### src/hw/psep_pkg.sv
// Constants shared by the six/eight/four pin port logic.
// Assumes one core clock and a synchronous active-high reset.
package psep_pkg;
  localparam int BIDIR_W = 6;
  localparam int IN8_W = 8;
  localparam int IN4_W = 4;
  localparam int BYTE_W = 8;
  localparam int ADDR_W = 22;
  localparam int ADDR_HI_LSB = 16;
  localparam int ANALOG_W = IN8_W + IN4_W;
  localparam int SYNC_STAGES = 2;
  // Port select codes on the access port
  localparam logic [1:0] SEL_BIDIR = 2'h0;
  localparam logic [1:0] SEL_IN8 = 2'h1;
  localparam logic [1:0] SEL_IN4 = 2'h2;
  // Direction bit: 1 = input, 0 = output
  localparam logic [BIDIR_W-1:0] DIR_RST = 6'h3F;
  localparam logic [BIDIR_W-1:0] LATCH_RST = 6'h00;
  localparam logic [BIDIR_W-1:0] ADDR_HI_RST = 6'h00;
  localparam logic [BYTE_W-1:0] RDATA_RST = 8'h00;
  localparam logic [ANALOG_W-1:0] ANALOG_RST = 12'h000;
endpackage : psep_pkg

### src/hw/psep_sync_if.sv
// Carries raw pin levels into the synchroniser and the clean levels back.
// Assumes both ends sit on the core clock.
interface psep_sync_if #(
  parameter int W = 1
);
  logic [W-1:0] raw;
  logic [W-1:0] sync;
  modport sync_side (input raw, output sync);
  modport user (output raw, input sync);
endinterface : psep_sync_if

### src/hw/psep_port_top.sv
// Pin logic for a six-pin bidirectional port and two input-only ports.
// Assumes the bus controller pulses i_bus_first_state in the first bus state,
// and that the access port and bus signals are on the core clock.
module psep_port_top #(
  parameter int BIDIR_W = psep_pkg::BIDIR_W,
  parameter int IN8_W = psep_pkg::IN8_W,
  parameter int IN4_W = psep_pkg::IN4_W
) (
  input wire logic i_core_clk,
  input wire logic i_reset,
  input wire logic i_acc_wr,
  input wire logic i_acc_rd,
  input wire logic [1:0] i_acc_sel,
  input wire logic [psep_pkg::BYTE_W-1:0] i_acc_wdata,
  output logic [psep_pkg::BYTE_W-1:0] o_acc_rdata,
  output logic o_acc_rvalid,
  input wire logic [BIDIR_W-1:0] i_bidir_port_direction_reg,
  input wire logic i_memory_expansion_select_reg,
  input wire logic i_bus_first_state,
  input wire logic [psep_pkg::ADDR_W-1:0] i_bus_addr,
  input wire logic [BIDIR_W-1:0] i_bidir_port_pins,
  output logic [BIDIR_W-1:0] o_bidir_port_pins,
  output logic [BIDIR_W-1:0] o_bidir_port_pins_oe_n,
  input wire logic [IN8_W-1:0] i_input_port_eight_pins,
  input wire logic [IN4_W-1:0] i_input_port_four_pins,
  output logic [IN8_W+IN4_W-1:0] o_analog_channel_inputs
);
  // The widths are fixed by the pin map; other values cannot fit the byte path
  // or the address slice.
  if (BIDIR_W != psep_pkg::BIDIR_W || IN8_W != psep_pkg::IN8_W || IN4_W != psep_pkg::IN4_W) begin : g_chk
    $error("psep_port_top: port widths must match the pin map");
  end

  // Pin synchronisers
  // Every pin level crosses two flops before any read, so reads and the analog
  // copies trail a pin change by three edges; software never sees a settling level.
  psep_sync_if #(.W(BIDIR_W)) bidir_sif ();
  psep_sync_if #(.W(IN8_W)) in8_sif ();
  psep_sync_if #(.W(IN4_W)) in4_sif ();

  assign bidir_sif.raw = i_bidir_port_pins;
  assign in8_sif.raw = i_input_port_eight_pins;
  assign in4_sif.raw = i_input_port_four_pins;

  psep_pin_sync #(.W(BIDIR_W)) u_sync_bidir (
    .i_core_clk(i_core_clk),
    .i_reset(i_reset),
    .sif(bidir_sif.sync_side)
  );

  psep_pin_sync #(.W(IN8_W)) u_sync_in8 (
    .i_core_clk(i_core_clk),
    .i_reset(i_reset),
    .sif(in8_sif.sync_side)
  );

  psep_pin_sync #(.W(IN4_W)) u_sync_in4 (
    .i_core_clk(i_core_clk),
    .i_reset(i_reset),
    .sif(in4_sif.sync_side)
  );

  // Widen a narrow value to a byte with zeros above it
  // Shared by both six-pin read branches
  function automatic logic [psep_pkg::BYTE_W-1:0] zext_bidir(input logic [BIDIR_W-1:0] v);
    logic [psep_pkg::BYTE_W-1:0] r;
    r = '0;
    r[BIDIR_W-1:0] = v;
    return r;
  endfunction : zext_bidir

  // Mixed read of the six-pin port: output bits show the latch, input bits the pin
  function automatic logic [BIDIR_W-1:0] bidir_view(
    input logic [BIDIR_W-1:0] dir,
    input logic [BIDIR_W-1:0] latch,
    input logic [BIDIR_W-1:0] pins
  );
    return (dir & pins) | (~dir & latch);
  endfunction : bidir_view

  // Port state
  // Direction and select are taken as levels; pins follow them one edge later.
  logic [BIDIR_W-1:0] dir_r;
  logic [BIDIR_W-1:0] dir_nxt;
  logic exp_mode_r;
  logic exp_mode_nxt;
  logic [BIDIR_W-1:0] latch_r;
  logic [BIDIR_W-1:0] latch_nxt;
  logic [BIDIR_W-1:0] addr_hold_r;
  logic [BIDIR_W-1:0] addr_hold_nxt;
  logic [BIDIR_W-1:0] pin_out_r;
  logic [BIDIR_W-1:0] pin_out_nxt;
  logic [BIDIR_W-1:0] pin_oe_n_r;
  logic [BIDIR_W-1:0] pin_oe_n_nxt;
  logic [BIDIR_W-1:0] bus_addr_hi;

  assign bus_addr_hi = i_bus_addr[psep_pkg::ADDR_HI_LSB +: BIDIR_W];

  always_comb begin
    dir_nxt = i_bidir_port_direction_reg;
    exp_mode_nxt = i_memory_expansion_select_reg;
    latch_nxt = latch_r;
    // Only the low six bits of a byte write reach the latch
    if (i_acc_wr && i_acc_sel == psep_pkg::SEL_BIDIR) begin
      latch_nxt = i_acc_wdata[BIDIR_W-1:0];
    end
    // Captured at the first-state edge, otherwise held between cycles
    // Capture runs in both modes, so a held address is ready the moment
    // address mode is chosen; the cost is a register that toggles unused.
    addr_hold_nxt = addr_hold_r;
    if (i_bus_first_state) begin
      addr_hold_nxt = bus_addr_hi;
    end
    if (i_memory_expansion_select_reg) begin
      // Address mode overrides direction bits: all six pins drive
      pin_out_nxt = addr_hold_nxt;
      pin_oe_n_nxt = '0;
    end else begin
      pin_out_nxt = latch_nxt;
      pin_oe_n_nxt = i_bidir_port_direction_reg;
    end
  end

  always_ff @(posedge i_core_clk) begin
    if (i_reset) begin
      dir_r <= psep_pkg::DIR_RST;
      exp_mode_r <= 1'b0;
      latch_r <= psep_pkg::LATCH_RST;
      addr_hold_r <= psep_pkg::ADDR_HI_RST;
      pin_out_r <= psep_pkg::LATCH_RST;
      pin_oe_n_r <= psep_pkg::DIR_RST;
    end else begin
      dir_r <= dir_nxt;
      exp_mode_r <= exp_mode_nxt;
      latch_r <= latch_nxt;
      addr_hold_r <= addr_hold_nxt;
      pin_out_r <= pin_out_nxt;
      pin_oe_n_r <= pin_oe_n_nxt;
    end
  end

  assign o_bidir_port_pins = pin_out_r;
  assign o_bidir_port_pins_oe_n = pin_oe_n_r;

  // Read path
  // A read in the same cycle as a write sees the old latch; the new value
  // shows from the next read on.
  logic [psep_pkg::BYTE_W-1:0] rdata_r;
  logic [psep_pkg::BYTE_W-1:0] rdata_nxt;
  logic rvalid_r;
  logic rvalid_nxt;

  always_comb begin
    rvalid_nxt = i_acc_rd;
    rdata_nxt = rdata_r;
    if (i_acc_rd) begin
      case (i_acc_sel)
        psep_pkg::SEL_BIDIR: begin
          // In address mode every pin is an output, so the pins read back
          if (exp_mode_r) begin
            rdata_nxt = zext_bidir(bidir_sif.sync);
          end else begin
            rdata_nxt = zext_bidir(bidir_view(dir_r, latch_r, bidir_sif.sync));
          end
        end
        psep_pkg::SEL_IN8: begin
          rdata_nxt = in8_sif.sync;
        end
        psep_pkg::SEL_IN4: begin
          rdata_nxt = {{(psep_pkg::BYTE_W-IN4_W){1'b0}}, in4_sif.sync};
        end
        default: begin
          rdata_nxt = psep_pkg::RDATA_RST;
        end
      endcase
    end
  end

  always_ff @(posedge i_core_clk) begin
    if (i_reset) begin
      rdata_r <= psep_pkg::RDATA_RST;
      rvalid_r <= 1'b0;
    end else begin
      rdata_r <= rdata_nxt;
      rvalid_r <= rvalid_nxt;
    end
  end

  assign o_acc_rdata = rdata_r;
  assign o_acc_rvalid = rvalid_r;

  // Input-only pins have no output stage; writes to them are dropped
  // and they feed the converter channels with no gating.
  // Registering the copies keeps the converter side off the synchroniser nets.
  logic [IN8_W+IN4_W-1:0] analog_r;
  logic [IN8_W+IN4_W-1:0] analog_nxt;

  always_comb begin
    analog_nxt = {in4_sif.sync, in8_sif.sync};
  end

  always_ff @(posedge i_core_clk) begin
    if (i_reset) begin
      analog_r <= psep_pkg::ANALOG_RST;
    end else begin
      analog_r <= analog_nxt;
    end
  end

  assign o_analog_channel_inputs = analog_r;
endmodule : psep_port_top

### src/hw/psep_pin_sync.sv
// Two-flop synchroniser for a bundle of asynchronous pin levels.
// Assumes the raw levels may change at any time relative to the clock.
module psep_pin_sync #(
  parameter int W = 1
) (
  input wire logic i_core_clk,
  input wire logic i_reset,
  psep_sync_if.sync_side sif
);
  logic [W-1:0] stage1_r;
  logic [W-1:0] stage2_r;
  logic [W-1:0] stage1_nxt;
  logic [W-1:0] stage2_nxt;

  if (W < 1) begin : g_chk
    $error("psep_pin_sync: width must be at least one");
  end

  always_comb begin
    stage1_nxt = sif.raw;
    // First stage feeds only the second stage
    stage2_nxt = stage1_r;
  end

  always_ff @(posedge i_core_clk) begin
    if (i_reset) begin
      stage1_r <= '0;
      stage2_r <= '0;
    end else begin
      stage1_r <= stage1_nxt;
      stage2_r <= stage2_nxt;
    end
  end

  assign sif.sync = stage2_r;
endmodule : psep_pin_sync

### config.mk
export PLATFORM = sky130hd
export DESIGN_NAME = psep_port_top
export DESIGN_NICKNAME = d
export VERILOG_FILES = /design/src/hw/psep_pkg.sv /design/src/hw/psep_sync_if.sv /design/src/hw/psep_port_top.sv /design/src/hw/psep_pin_sync.sv
export SDC_FILE = /design/constraint.sdc
export NUM_CORES = 1
export LEC_CHECK = 0
export BUFFER_PORTS_ARGS = -buffer_cell sky130_fd_sc_hd__buf_2
export CAP_MARGIN = 10
export CORE_MARGIN = 3
export CORE_UTILIZATION = 38
export CTS_CLUSTER_DIAMETER = 50
export DETAILED_ROUTE_END_ITERATION = 7
export PLACE_DENSITY_LB_ADDON = 0.05
export SETUP_SLACK_MARGIN = 0.15
export SLEW_MARGIN = 20
export SYNTH_ARGS = -nofsm -noshare
export SYNTH_HDL_FRONTEND = slang
export SYNTH_SLANG_ARGS = --single-unit
### constraint.sdc
create_clock -name i_core_clk -period 1.5 [get_ports i_core_clk]
set_input_delay 0.225 -clock i_core_clk [delete_from_list [all_inputs] [get_ports i_core_clk]]
set_output_delay 0.225 -clock i_core_clk [all_outputs]
set_load 0.1 [all_outputs]
After elaboration in Yosys (flattened, before gate mapping):

Cells that the tools add are included.
Widths: inputs -> output; s select.

* bits in registers: 88
* bits of input ports: 62
* output and inout bits: 33
* word-level logic and storage cells: 29

* eq/ne operators: 2
* muxes and demuxes: 6
* bitwise gates (word level): 4
* reduce and logical (&&, ||, !) cells: 2

Operator list (count)
* $mux 6: 5
* $pmux 8 s3: 1
* $and 6x6->6: 2
* $not 6->6: 1
* $or 6x6->6: 1
* $eq 2x1->1 const B: 1
* $eq 2x2->1 const B: 1
* $logic_not 2->1: 1
* $logic_and 1x1->1: 1

Longest topological paths before layout:

* word-level depth: 5
* depth in mapped cells: 5
* mapped depth without buffers: 3

By module:

Synthesis repeated with hierarchy kept, for this count alone.

* cell total of the unflattened synthesis: 248
* area total of the unflattened synthesis: 2851.5 um^2

By module, submodules not included
* psep_port_top: instances 1, cells an instance 174, area each 1810.5 um^2, sequential area each 1041.0 um^2
* psep_pin_sync at u_sync_in8: instances 1, cells an instance 33, area each 464.2 um^2, sequential area each 320.3 um^2
* psep_pin_sync at u_sync_bidir: instances 1, cells an instance 25, area each 366.6 um^2, sequential area each 240.2 um^2
* psep_pin_sync at u_sync_in4: instances 1, cells an instance 16, area each 210.2 um^2, sequential area each 160.2 um^2

Worst setup path before layout:

OpenSTA, ideal clock, no wires.

* path type: flip-flop to flip-flop
* start: register, netlist name o_acc_rdata[3]
* end: register rdata_r, in the netlist o_acc_rdata[3]
* library setup time: 95 ps
* data arrival time: 1485 ps
* data required time: 1405 ps
* path slack: -81 ps
* cell stages (with the launch flop): 3
* path buffers: 0
* period minus slack after synthesis: 1581 ps
* cells stage by stage: dfxtp_1 a222oi_1 a221oi_1

RTL lines
* to (signal assigned): line psep_port_top.sv:181 `rdata_r <= psep_pkg::RDATA_RST;`
* to (signal assigned): line psep_port_top.sv:184 `rdata_r <= rdata_nxt;`
* to (decl): line psep_port_top.sv:148 `logic [psep_pkg::BYTE_W-1:0] rdata_r;`

Worst setup path in the final report:

* start: register pin_oe_n_r[4], in the netlist o_bidir_port_pins_oe_n[4]
* end: output o_bidir_port_pins_oe_n[4]

RTL lines
* from (decl): line psep_port_top.sv:93 `logic [BIDIR_W-1:0] pin_oe_n_r;`
* from (signal assigned): line psep_port_top.sv:131 `pin_oe_n_r <= psep_pkg::DIR_RST;`
* from (signal assigned): line psep_port_top.sv:138 `pin_oe_n_r <= pin_oe_n_nxt;`
* to (decl): line psep_port_top.sv:23 `output logic [BIDIR_W-1:0] o_bidir_port_pins_oe_n,`

No word-level cell between the ends.

==> run summary <==
Synth Net Count: 317
final critical-path setup slack: 0.194 ns
primary flip-flop cell chosen by synthesis mapping: sky130_fd_sc_hd__dfxtp_1
worst-path cell chain: buf_2
final net count: 396
placeable core region: 6910 sq um
first drt pass iteration count: 4
clock root cell: sky130_fd_sc_hd__clkbuf_8
FF-to-FF Start: exp_mode_r$_SDFF_PP0_
PnR Total Power: 0.00473 W
power density over the cells: 1350 nW/um^2
total wirelength of the detailed-routed design: 5320 um
combined global-route utilization of all metal layers: 13.7%
static leakage power: 1.52 nW
Remaining DRCs: 0
achievable clock frequency: 0.766 GHz
drt via density: 4.26
setup repair after global routing missed its margin: false
Longest Clk Path Bufs: 2
area enclosed by the die boundary: 8330 sq um
pin count of the biggest net entering global routing: 21
register clock-pin slew on the reported worst setup and hold paths: 0.09 ns
final-report setup violation count: 0
worst slew slack as a fraction of its limit: 67.2%
Slowest cell on crit path: sky130_fd_sc_hd__buf_2
share of flip-flops with an asynchronous set or reset after synthesis: 0%
cells after synthesis: 255
hpwl dp: 3920 um
wire length of the first global-routing pass: 8890 um
setup TNS: 0 ns
number of buffers created by CTS: 9
count of unique library cells instantiated by Yosys: 24
worst path buffer plus inverter count: 1
Period Utilization, post-route: 87.0%
diode count: 0
Slowest Stage Delay on Critical Path: 0.42 ns
clock tree from TritonCTS: built
Worst-Margin Slew: 0.496 ns
routability-driven placement congestion ratio: 0.747
area fraction of the dominant cell type after synthesis: 63.7%
mean cell area of the mapped netlist: 10.8 sq um
worst-path maximum fanout: 1
count of pins over their slew limit: 0
postcts setup bufs: 0
Startpoint Class: register
time the worst path needs with I/O delays and setup: 1.31 ns
Die Y-Extent: 91.3 um
post-detailed-route count of antenna-violating nets: 0
share of synthesized area occupied by flip-flops and latches: 63.7%
largest area contributor in the netlist: sky130_fd_sc_hd__dfxtp_1
Crit path max-delay family: buffers and inverters
IO buf count: 76
Seq cells post-synth: 88
die width: 91.3 um
warnings from Yosys: 0
Area Growth Syn to Fin: 26.6%
MaxCap Viol Count: 0
critical path startpoint: o_bidir_port_pins_oe_n[4]$_SDFF_PP1_
number of enable flip-flop cells after synthesis: 0
worst clock skew: 0.0105 ns
per-cell routed wire length: 12.2 um
Setup Crit Path Kind: reg -> out
cell types with the highest counts after synthesis: 88 x sky130_fd_sc_hd__dfxtp_1, 50 x sky130_fd_sc_hd__nor2b_1, 27 x sky130_fd_sc_hd__nor2_1
DP Worst Slack: 0.176 ns
most frequent cell after synthesis: sky130_fd_sc_hd__dfxtp_1
cell area after synthesis: 2760 sq um
endpoint arrival time on the critical path: 1.08 ns
antenna violations before repair: 0
clk_lat worst skew: 0.35 ns
classification of the worst-slack hold path: in -> reg
H-tree depth: 3
Critical Path RT: 1.27 ns
cell types with the largest area share after synthesis: sky130_fd_sc_hd__dfxtp_1 64%, sky130_fd_sc_hd__nor2b_1 11%, sky130_fd_sc_hd__mux2i_1 4.3%
Starting DRT DRC Count: 72
number of hold violations in the final report: 0
fraction of layout cells with a size suffix above 1: 31.6%
overall via count from detail_route: 1855
initial standard-cell utilization of the core: 40.0%
num ports: 95
standard-cell row count: 30
vias in the first global route: 1802
clock net sink count: 88
outcome: completed
leftover overflow at the end of global routing: 0
min-delay src: i_bidir_port_direction_reg[2]
peak supply drop: 0.575 mV
type of element capturing the critical path: output pin
area by class of cell:
class,count,area (sq um)
timing repair buffer,82,463
clock inverter,7,83.8
fill,699,3410
tap,96,120
inverter,7,26.3
sequential,88,1770
multi-input combinational,146,913
clock buffer,9,124
final timing paths:
path / end / slack [ns] / cells after the start
worst min-delay path: dir_r[2]$_SDFF_PP1_ / 0.06 / 3
worst max-delay path: o_bidir_port_pins_oe_n[4] / 0.19 / 1
worst min register to register: u_sync_in4.sif.sync[0]$_SDFF_PP0_ / 0.44 / 1
worst max register to register: o_acc_rdata[0]$_SDFFE_PP0P_ / 0.36 / 3
stage by stage:
step | cell area, sq um | std cells | hold WS (ns) | util [%]
floorplan | 2770 | 255 | 0.323 | -
global placement | 3250 | 419 | 0.417 | 47.1
detailed placement | 3250 | 419 | 0.421 | 47.1
CTS | 3480 | 435 | 0.0492 | 50.4
global route | 3500 | 435 | 0.0550 | 50.7
finish | 3500 | 435 | 0.0609 | 50.7
report_power, final:
part | internal, W | switching [W] | total (W) | leakage (nW)
clock network | 0.000802 | 0.000869 | 0.00167 | 0.103
logic | 0.000159 | 0.000423 | 0.000582 | 0.694
registers | 0.00244 | 0.0000375 | 0.00248 | 0.728
metal layers:
| layer | track usage, % | routed length, um |
|---|---|---|
| met1 | 19.8 | 2760 |
| met2 | 18.5 | 2170 |
| met3 | 3.40 | 322 |
| met4 | 7.16 | 74 |
| met5 | 0 | 0 |
flip-flops by register name (all words and copies together) (netlist names):
signal,cells
u_sync_in4.sif.sync,4
exp_mode_r,1
o_bidir_port_pins,6
o_acc_rvalid,1
addr_hold_r,6
u_sync_bidir.stage1_r,6
dir_r,6
o_analog_channel_inputs,12
latch_r,6
u_sync_in8.sif.sync,8
o_bidir_port_pins_oe_n,6
u_sync_bidir.sif.sync,6
o_acc_rdata,8
u_sync_in8.stage1_r,8
u_sync_in4.stage1_r,4
cell families (layout without fill, tap and decap cells):
kind of cell / after synthesis / count (layout) / synth area share (%)
buffers and inverters: 21 / 105 / 3.21
AND/OR/NAND/NOR: 98 / 98 / 19.6
multiplexers: 12 / 12 / 4.35
flip-flops: 88 / 88 / 63.7
AO/OA/AOI/OAI: 36 / 36 / 9.14
timing repair:
item	CTS	global route
hold buffers	0	0
endpoints found under the setup margin	9	7
gates resized for setup	9	7
layout by cell type (no fill, tap or decap), drive strengths merged:
cell type	instances
buf	76
clkbuf	15
nand2	10
clkinvlp	1
inv	11
nor2b	50
and2b	1
mux2i	12
or2	1
a21o	6
nor2	27
bufinv	1
o21ai	6
a21oi	8
dfxtp	88
nand3	2
a222oi	4
o21a	6
nor3b	7
a311oi	2
clkinv	1
a221oi	4
Power figures use the tool's default switching activity.
